<file path="src/verilog/xor_skip_pkg.sv">
`default_nettype none
package xor_skip_pkg;
  // quarter phases of one instruction cycle
  localparam logic [1:0] QP_1 = 2'h0;
  localparam logic [1:0] QP_2 = 2'h1;
  localparam logic [1:0] QP_3 = 2'h2;
  localparam logic [1:0] QP_4 = 2'h3;
  // opcode masks and patterns
  localparam logic [15:0] TWR_MASK   = 16'hFFFC;
  localparam logic [15:0] TWR_PAT    = 16'h000C;
  localparam logic [15:0] TSTSK_MASK = 16'hFE00;
  localparam logic [15:0] TSTSK_PAT  = 16'h6600;
  localparam logic [15:0] XORL_MASK  = 16'hFF00;
  localparam logic [15:0] XORL_PAT   = 16'h0A00;
  localparam logic [15:0] XORR_MASK  = 16'hFC00;
  localparam logic [15:0] XORR_PAT   = 16'h1800;
  // field positions
  localparam int DEST_BIT = 9;
  localparam int BANK_BIT = 8;
  // access bank split: low half maps to bank 0, high half to the top bank
  localparam logic [7:0] ACC_SPLIT = 8'h80;
  localparam logic [3:0] ACC_LO_BANK = 4'h0;
  localparam logic [3:0] ACC_HI_BANK = 4'hF;
  localparam int PTR_W = 21;
  localparam int HOLD_N = 8;
  localparam int HOLD_SEL_W = 3;
  // table write pointer modes (low two opcode bits)
  localparam logic [1:0] TW_KEEP = 2'h0;
  localparam logic [1:0] TW_POST_INC = 2'h1;
  localparam logic [1:0] TW_POST_DEC = 2'h2;
  localparam logic [1:0] TW_PRE_INC = 2'h3;
  localparam logic [PTR_W-1:0] PTR_ONE = 21'h000001;
  localparam logic [PTR_W-1:0] PTR_RST = 21'h000000;
  localparam logic [7:0] BYTE_ZERO = 8'h00;
  localparam logic [15:0] IR_RST = 16'h0000;

  typedef enum logic [2:0] {
    OP_NONE  = 3'b000,
    OP_TWR   = 3'b001,
    OP_TSTSK = 3'b010,
    OP_XORL  = 3'b011,
    OP_XORR  = 3'b100
  } op_t;

  typedef enum logic [1:0] {
    ST_EXEC   = 2'b00,
    ST_TWR2   = 2'b01,
    ST_SKIP1  = 2'b10,
    ST_SKIP2  = 2'b11
  } cyc_state_t;

  typedef struct packed {
    logic        en;
    logic [11:0] addr;
    logic [7:0]  data;
  } reg_wr_t;
endpackage
`default_nettype wire

</file>
<file path="src/verilog/table_write_skip_xor_exec.sv">
// Behaviour
// - table write takes second cycle, Q2 read, Q4 write
// - post-increment writes first, then bumps pointer
// - pre-increment bumps pointer, then writes holding register
// - test-skip decoded by upper pattern, bank bit, address
// - test-skip compares with zero, no writes, no flags
// - zero result discards prefetched word, one idle cycle
// - skipped two-word instruction costs two idle cycles
// - clear bank bit forces access bank, else bank select
// - xor literal decoded, W xor literal into W
// - both xors update only negative and zero flags
// - dest clear writes W, set writes the register
// - xor register completes in one cycle, writes at Q4
// - pointer low three bits select one of eight holding
// - pointer is 21 bits wide
`default_nettype none
module table_write_skip_xor_exec
  import xor_skip_pkg::*;
(
  input  wire logic                     i_clk_sys,
  input  wire logic                     i_srst,
  input  wire logic [15:0]              i_instr,
  input  wire logic                     i_next_two_word,
  input  wire logic [3:0]               i_bank_select_reg,
  input  wire logic [7:0]               i_rd_data,
  input  wire logic [7:0]               i_table_latch,
  input  wire logic                     i_ptr_load,
  input  wire logic [PTR_W-1:0]         i_ptr_data,
  output logic                          o_instr_take,
  output logic                          o_discard,
  output logic [1:0]                    o_quarter,
  output logic [11:0]                   o_rd_addr,
  output reg_wr_t                       o_wr,
  output logic [7:0]                    o_w,
  output logic                          o_flag_n,
  output logic                          o_flag_z,
  output logic [PTR_W-1:0]              o_table_pointer,
  output logic [HOLD_N-1:0][7:0]        o_holding
);
  logic [1:0]             quarter_q;
  cyc_state_t             state_q;
  logic [15:0]            ir_q;
  logic [7:0]             opnd_q;
  logic [7:0]             latch_q;
  logic                   two_q;
  logic [7:0]             w_q;
  logic                   n_q;
  logic                   z_q;
  logic [PTR_W-1:0]       ptr_q;
  logic [HOLD_N-1:0][7:0] hold_q;
  reg_wr_t                wr_q;
  op_t                    op;
  logic [7:0]             xor_res;
  logic                   take;
  logic                   exec;

  // opcode classification of the latched word
  always_comb begin
    if ((ir_q & TWR_MASK) == TWR_PAT) begin
      op = OP_TWR;
    end else if ((ir_q & TSTSK_MASK) == TSTSK_PAT) begin
      op = OP_TSTSK;
    end else if ((ir_q & XORL_MASK) == XORL_PAT) begin
      op = OP_XORL;
    end else if ((ir_q & XORR_MASK) == XORR_PAT) begin
      op = OP_XORR;
    end else begin
      op = OP_NONE;
    end
  end

  // literal form uses the instruction byte, register form the fetched operand
  assign xor_res = w_q ^ ((op == OP_XORL) ? ir_q[7:0] : opnd_q);
  assign exec = (state_q == ST_EXEC);
  assign take = (quarter_q == QP_1) && (state_q != ST_TWR2);
  assign o_instr_take = take;
  assign o_discard = take && (state_q != ST_EXEC);
  assign o_quarter = quarter_q;
  assign o_wr = wr_q;
  assign o_w = w_q;
  assign o_flag_n = n_q;
  assign o_flag_z = z_q;
  assign o_table_pointer = ptr_q;
  assign o_holding = hold_q;

  // bank choice: the bank bit low ignores the bank select register
  always_comb begin
    if (ir_q[BANK_BIT]) begin
      o_rd_addr = {i_bank_select_reg, ir_q[7:0]};
    end else if (ir_q[7:0] < ACC_SPLIT) begin
      o_rd_addr = {ACC_LO_BANK, ir_q[7:0]};
    end else begin
      o_rd_addr = {ACC_HI_BANK, ir_q[7:0]};
    end
  end

  // free-running quarter phase counter
  always_ff @(posedge i_clk_sys) begin
    if (i_srst) begin
      quarter_q <= QP_1;
    end else begin
      quarter_q <= quarter_q + 2'h1;
    end
  end

  // instruction latch; words taken during idle cycles are thrown away
  always_ff @(posedge i_clk_sys) begin
    if (i_srst) begin
      ir_q <= IR_RST;
    end else if (take && exec) begin
      ir_q <= i_instr;
    end else if (take) begin
      ir_q <= IR_RST;
    end
  end

  // operand read in Q2, table latch read in Q2 of the second cycle
  always_ff @(posedge i_clk_sys) begin
    if (i_srst) begin
      opnd_q <= BYTE_ZERO;
      latch_q <= BYTE_ZERO;
    end else if (quarter_q == QP_2) begin
      if (exec) begin
        opnd_q <= i_rd_data;
      end
      if (state_q == ST_TWR2) begin
        latch_q <= i_table_latch;
      end
    end
  end

  // cycle sequencer, advanced at the end of Q4
  always_ff @(posedge i_clk_sys) begin
    if (i_srst) begin
      state_q <= ST_EXEC;
      two_q <= 1'b0;
    end else if (quarter_q == QP_4) begin
      case (state_q)
        ST_EXEC: begin
          if (op == OP_TWR) begin
            state_q <= ST_TWR2;
          end else if (op == OP_TSTSK && opnd_q == BYTE_ZERO) begin
            state_q <= ST_SKIP1;
            two_q <= i_next_two_word;
          end
        end
        ST_SKIP1: begin
          state_q <= two_q ? ST_SKIP2 : ST_EXEC;
          two_q <= 1'b0;
        end
        default: begin
          state_q <= ST_EXEC;
        end
      endcase
    end
  end

  // register write port: valid through Q4 only, never for the test-skip
  always_ff @(posedge i_clk_sys) begin
    if (i_srst) begin
      wr_q <= '0;
    end else if (quarter_q == QP_3 && exec && op == OP_XORR && ir_q[DEST_BIT]) begin
      wr_q <= '{en: 1'b1, addr: o_rd_addr, data: xor_res};
    end else begin
      wr_q <= '0;
    end
  end

  // working register and flags; carry group lives elsewhere and is untouched
  always_ff @(posedge i_clk_sys) begin
    if (i_srst) begin
      w_q <= BYTE_ZERO;
      n_q <= 1'b0;
      z_q <= 1'b0;
    end else if (quarter_q == QP_4 && exec && (op == OP_XORL || op == OP_XORR)) begin
      if (op == OP_XORL || !ir_q[DEST_BIT]) begin
        w_q <= xor_res;
      end
      n_q <= xor_res[7];
      z_q <= (xor_res == BYTE_ZERO);
    end
  end

  // table pointer: pre-increment in Q2, post forms in Q4 after the write
  always_ff @(posedge i_clk_sys) begin
    if (i_srst) begin
      ptr_q <= PTR_RST;
    end else if (state_q == ST_TWR2 && quarter_q == QP_2 && ir_q[1:0] == TW_PRE_INC) begin
      ptr_q <= ptr_q + PTR_ONE;
    end else if (state_q == ST_TWR2 && quarter_q == QP_4 && ir_q[1:0] == TW_POST_INC) begin
      ptr_q <= ptr_q + PTR_ONE;
    end else if (state_q == ST_TWR2 && quarter_q == QP_4 && ir_q[1:0] == TW_POST_DEC) begin
      ptr_q <= ptr_q - PTR_ONE;
    end else if (i_ptr_load) begin
      ptr_q <= i_ptr_data;
    end
  end

  // eight holding registers, one written per table write
  for (genvar g = 0; g < HOLD_N; g++) begin : g_hold
    always_ff @(posedge i_clk_sys) begin
      if (i_srst) begin
        hold_q[g] <= BYTE_ZERO;
      end else if (state_q == ST_TWR2 && quarter_q == QP_4
                   && ptr_q[HOLD_SEL_W-1:0] == HOLD_SEL_W'(g)) begin
        hold_q[g] <= latch_q;
      end
    end
  end

  // checks
  twr_second_a: assert property (@(posedge i_clk_sys) disable iff (i_srst)
    (exec && quarter_q == QP_4 && op == OP_TWR) |=> state_q == ST_TWR2 [*4])
    else $error("table write did not take a second cycle");
  hold_when_a: assert property (@(posedge i_clk_sys) disable iff (i_srst)
    (hold_q != $past(hold_q)) |-> ($past(state_q) == ST_TWR2 && $past(quarter_q) == QP_4))
    else $error("holding register changed outside table write Q4");
  post_inc_a: assert property (@(posedge i_clk_sys) disable iff (i_srst)
    (state_q == ST_TWR2 && quarter_q == QP_4 && ir_q[1:0] == TW_POST_INC)
    |=> ptr_q == $past(ptr_q) + PTR_ONE && hold_q[$past(ptr_q[2:0])] == $past(latch_q))
    else $error("post-increment table write wrong");
  pre_inc_a: assert property (@(posedge i_clk_sys) disable iff (i_srst || i_ptr_load)
    (state_q == ST_TWR2 && quarter_q == QP_1 && ir_q[1:0] == TW_PRE_INC)
    |-> ##4 hold_q[$past(ptr_q[2:0], 4) + 3'h1] == $past(latch_q))
    else $error("pre-increment table write wrong");
  skip_zero_a: assert property (@(posedge i_clk_sys) disable iff (i_srst)
    (exec && quarter_q == QP_4 && op == OP_TSTSK && opnd_q == BYTE_ZERO && !i_next_two_word)
    |=> o_discard ##4 !o_discard)
    else $error("skip did not discard the prefetched word");
  skip_two_a: assert property (@(posedge i_clk_sys) disable iff (i_srst)
    (exec && quarter_q == QP_4 && op == OP_TSTSK && opnd_q == BYTE_ZERO && i_next_two_word)
    |=> o_discard ##4 o_discard ##4 !o_discard)
    else $error("two-word skip did not idle two cycles");
  tst_nowrite_a: assert property (@(posedge i_clk_sys) disable iff (i_srst)
    (exec && op == OP_TSTSK) |=> !wr_q.en && $stable(w_q) && $stable(z_q))
    else $error("test-skip changed state");
  bank_a: assert property (@(posedge i_clk_sys) disable iff (i_srst)
    !ir_q[BANK_BIT] |-> o_rd_addr[11:8] == (ir_q[7] ? ACC_HI_BANK : ACC_LO_BANK))
    else $error("access bank not forced");
  xorl_a: assert property (@(posedge i_clk_sys) disable iff (i_srst)
    (exec && quarter_q == QP_4 && op == OP_XORL)
    |=> w_q == ($past(w_q) ^ $past(ir_q[7:0])) && z_q == (w_q == BYTE_ZERO) && n_q == w_q[7])
    else $error("xor literal result or flags wrong");
  xorr_dest_a: assert property (@(posedge i_clk_sys) disable iff (i_srst)
    (exec && quarter_q == QP_3 && op == OP_XORR && ir_q[DEST_BIT])
    |=> wr_q.en && wr_q.data == ($past(w_q) ^ opnd_q) ##1 !wr_q.en && $stable(w_q))
    else $error("xor register destination wrong");
  xor_cov_c: cover property (@(posedge i_clk_sys) exec && quarter_q == QP_4 && op == OP_XORR);
  skip2_cov_c: cover property (@(posedge i_clk_sys) state_q == ST_SKIP2);
  pre_cov_c: cover property (@(posedge i_clk_sys)
    state_q == ST_TWR2 && quarter_q == QP_4 && ir_q[1:0] == TW_PRE_INC);
endmodule
`default_nettype wire

</file>
<file path="config.mk">
export PLATFORM = sky130hd
export DESIGN_NAME = table_write_skip_xor_exec
export DESIGN_NICKNAME = d
export VERILOG_FILES = /design/src/verilog/xor_skip_pkg.sv /design/src/verilog/table_write_skip_xor_exec.sv
export SDC_FILE = /design/constraint.sdc
export NUM_CORES = 1
export LEC_CHECK = 0
export CAP_MARGIN = 20
export CORE_MARGIN = 2
export CORE_UTILIZATION = 50
export CTS_CLUSTER_SIZE = 40
export DETAILED_ROUTE_END_ITERATION = 16
export DONT_BUFFER_PORTS = 1
export PLACE_DENSITY = 0.69
export REMOVE_ABC_BUFFERS = 1
export SYNTH_ARGS = -nofsm -noshare
export SYNTH_HDL_FRONTEND = slang
export SYNTH_SLANG_ARGS = --single-unit
</file>
<file path="constraint.sdc">
create_clock -name i_clk_sys -period 5.15 [get_ports i_clk_sys]
set_clock_uncertainty 0.05 [all_clocks]
set_input_delay 0.2575 -clock i_clk_sys [delete_from_list [all_inputs] [get_ports i_clk_sys]]
set_output_delay 0.2575 -clock i_clk_sys [all_outputs]
set_load 0.01 [all_outputs]
</file>
==> results.toml <==
[timing]
clock.fmax_ghz = 0.287
fin_ws_ps = 1670
timing.hold.ws_ps = 34.4
fin_tns_setup_ps = 0
fin_crit_ps = 3480
finalCritPeriodShare_pct = 67.6
tightest_slew_ps = 1030
setup_viol = 0
finalMaxSlewViolations = 0
grt_setup_unrepaired = "false"
relSlewSlack_pct = 31.2
finalHoldViolCount = 0

[worst_setup_path]
reg2reg_depth = 8
worstPathMaxFanout = 20
cp.arrival_ps = 3750
r2r-start = "o_quarter[1]"
cp.required_ps = 5420
rrSetupSlack_ps = 1670
timing.rr.end = "o_table_pointer[19]"
critical_path_class = "reg2reg"
start_kind = "flop"
worstSetupEndpointType = "flop"

[hold_path]
min_to = "o_table_pointer[0]"
holdCritStartpoint = "i_ptr_data[0]"
hold_path_class = "in2reg"
hold_depth = 2

[synth]
syn_area_sq_mm = 0.00689
synth_common_cells = "dfxtp_1, nand2_1, a21oi_1, nor2_1, clkbuf_1"
synth_seq_cells = 153
synth_enable_flop_cells = 0
synth_area_leaders = "dfxtp_1, a21oi_1, mux2i_1, nand2_1, nor2_1"
seq_area_frac_synth_pct = 44.5
avgSynthCellArea_sq_um = 8.39
synth_warnings = 0
yosysMostFrequentCell = "dfxtp_1"
synth_top_area_share_pct = 44.5
synth.distinct_cells = 63
async_flop_share_pct = 0
postSynthCellCount = 821
synth_top_area_cell = "dfxtp_1"
synth-main-ff-cell = "dfxtp_1"

[placed_design]
pre_cts_ws_ps = 1750
gp_congestion = 0.902
dp.cells = 923
place_hpwl_mm = 12.9
numPortBuffers = 0

[global_route]
grt_use_met3_pct = 9.49
top_usage_layer = "met2"
grt_util_all_layers_pct = 26.9
grt_start_max_net_pins = 129
grt_pass1_vias = 5671
grt_first_pass_wirelength_mm = 31.0
antenna_found_initial = 1
gr-total-overflow = 0
grtUsageMet2_pct = 42.7
use_met1_pct = 33.8

[drt]
drt-vias-per-instance = 6.19
first_pass_iters = 6
avgRoutedWirePerCell_um = 20.2
ant_nets = 0
drt_iter0_drc = 787
wl_mm = 20.1
vias = 6155
drc = 0

[power]
ir_drop_mv = 0.246
p_leak_nw = 2.99
power.density_mw_per_mm2 = 370

[floorplan]
coreArea_sq_mm = 0.0133
fp-row-count = 42
die_h_um = 121
start_util_pct = 51.6
die_w_um = 121
dieArea_sq_mm = 0.0147
io_pins = 193

[clock_tree]
cts_setup_buffers = 0
clock_latency_ps = 420
clkTransAtPathRegs_ps = 60
cts_made_buffers = 17
cts_hold_buffers = 38
cts_root_buf = "clkbuf_16"
clockBufferDepth = 2
h-tree-depth = 4
cts_sinks = 153
cts_tree = "done"
cts_resized = 0

[layout]
utilization_pct = 58.9
layout-drive-gt1-share_pct = 5.51
nets = 876
areaGrowthSynthToFinish_pct = 14.1
stdcell_count = 994

[job]
cap_violations = 0

[run_status]
status = "completed"
[cell families after synthesis]
group,synth area share [%]
simple gates,21.6
compound gates,17.6
flops,44.5
buf+inv,5.63
mux,6.43
xor+xnor,2.29
fa+ha+maj,2.00
[how the worst max path moves through the flow]
stage,startpoint,slack (ps),endpoint,depth (start not counted)
floorplan,o_quarter[1],2560,o_table_pointer[19],8
global route,o_quarter[1],1290,o_table_pointer[19],8
global placement,o_quarter[1],1880,o_table_pointer[19],8
detailed placement,state_q[0],1750,o_table_pointer[11],6
finish,o_quarter[1],1670,o_table_pointer[19],8
CTS,o_quarter[1],1700,o_table_pointer[19],8
[cell type report]
type                       count  area, sq um
fill                        1157         5490
multi-input combinational    578         3440
sequential                   153         3060
clock buffer                  19          433
timing repair buffer          39          405
clock inverter                13          239
tap                          176          220
inverter                      15         56.3
antenna                        1         2.50
[worst max-delay path, cell delays in order (launching register included)]
cell and delay (ps):
dfxtp_1 440, inv_1 100, ha_1 320, mux2_2 340, nand3_1 570, nand3_1 830, a31oi_1 390, o21ai_0 120
a311oi_1 230
[flip-flops by register name (all words and copies together) (netlist names)]
register         count
o_holding           64
o_table_pointer     21
o_wr                21
ir_q                16
latch_q              8
o_w                  8
opnd_q               8
o_quarter            2
state_q              2
o_flag_n             1
o_flag_z             1
two_q                1
[layer usage]
| layer | wire (um) | up-vias |
|---|---|---|
| met2 | 9470 | 302 |
| met3 | 2040 | 34 |
| met4 | 363 | 0 |
| met5 | 0 | - |
| li1 | - | 2866 |
| met1 | 8180 | 2953 |
[through the flow]
stage / cell area [sq um] / power (mW)
floorplan: 6560 / 1.42
global placement: 6790 / 1.46
detailed placement: 6790 / 1.47
CTS: 7860 / 2.92
global route: 7860 / 3.01
finish: 7860 / 2.91
[placed cells by master, fill, tap and decap left out, types with 6 or more instances in the layout]
cell type      synthesis  final
a211oi_1               7      7
a21oi_1               90     90
a221oi_1               8      8
a22oi_1               18     18
and2_1                16     16
bufinv_16              0      6
clkbuf_16              0     17
dfxtp_1              153    153
dlygate4sd3_1          0     37
ha_1                  11     11
inv_1                 15     15
mux2i_1               42     42
nand2_1               97     97
nand3_1               50     50
nand4_1                9      9
nor2_1                83     83
nor3_1                11     11
nor4_1                 8      8
o21ai_0               27     27
or3_1                 12     12
xnor2_1                6      6
xor2_1                12     12
[report_power, final]
part | internal, mW | switching [mW]
clock network | 0.916 | 0.495
registers | 1.21 | 0.0650
logic | 0.0906 | 0.129
total | 2.22 | 0.689
(Power assumes the default switching activity.)
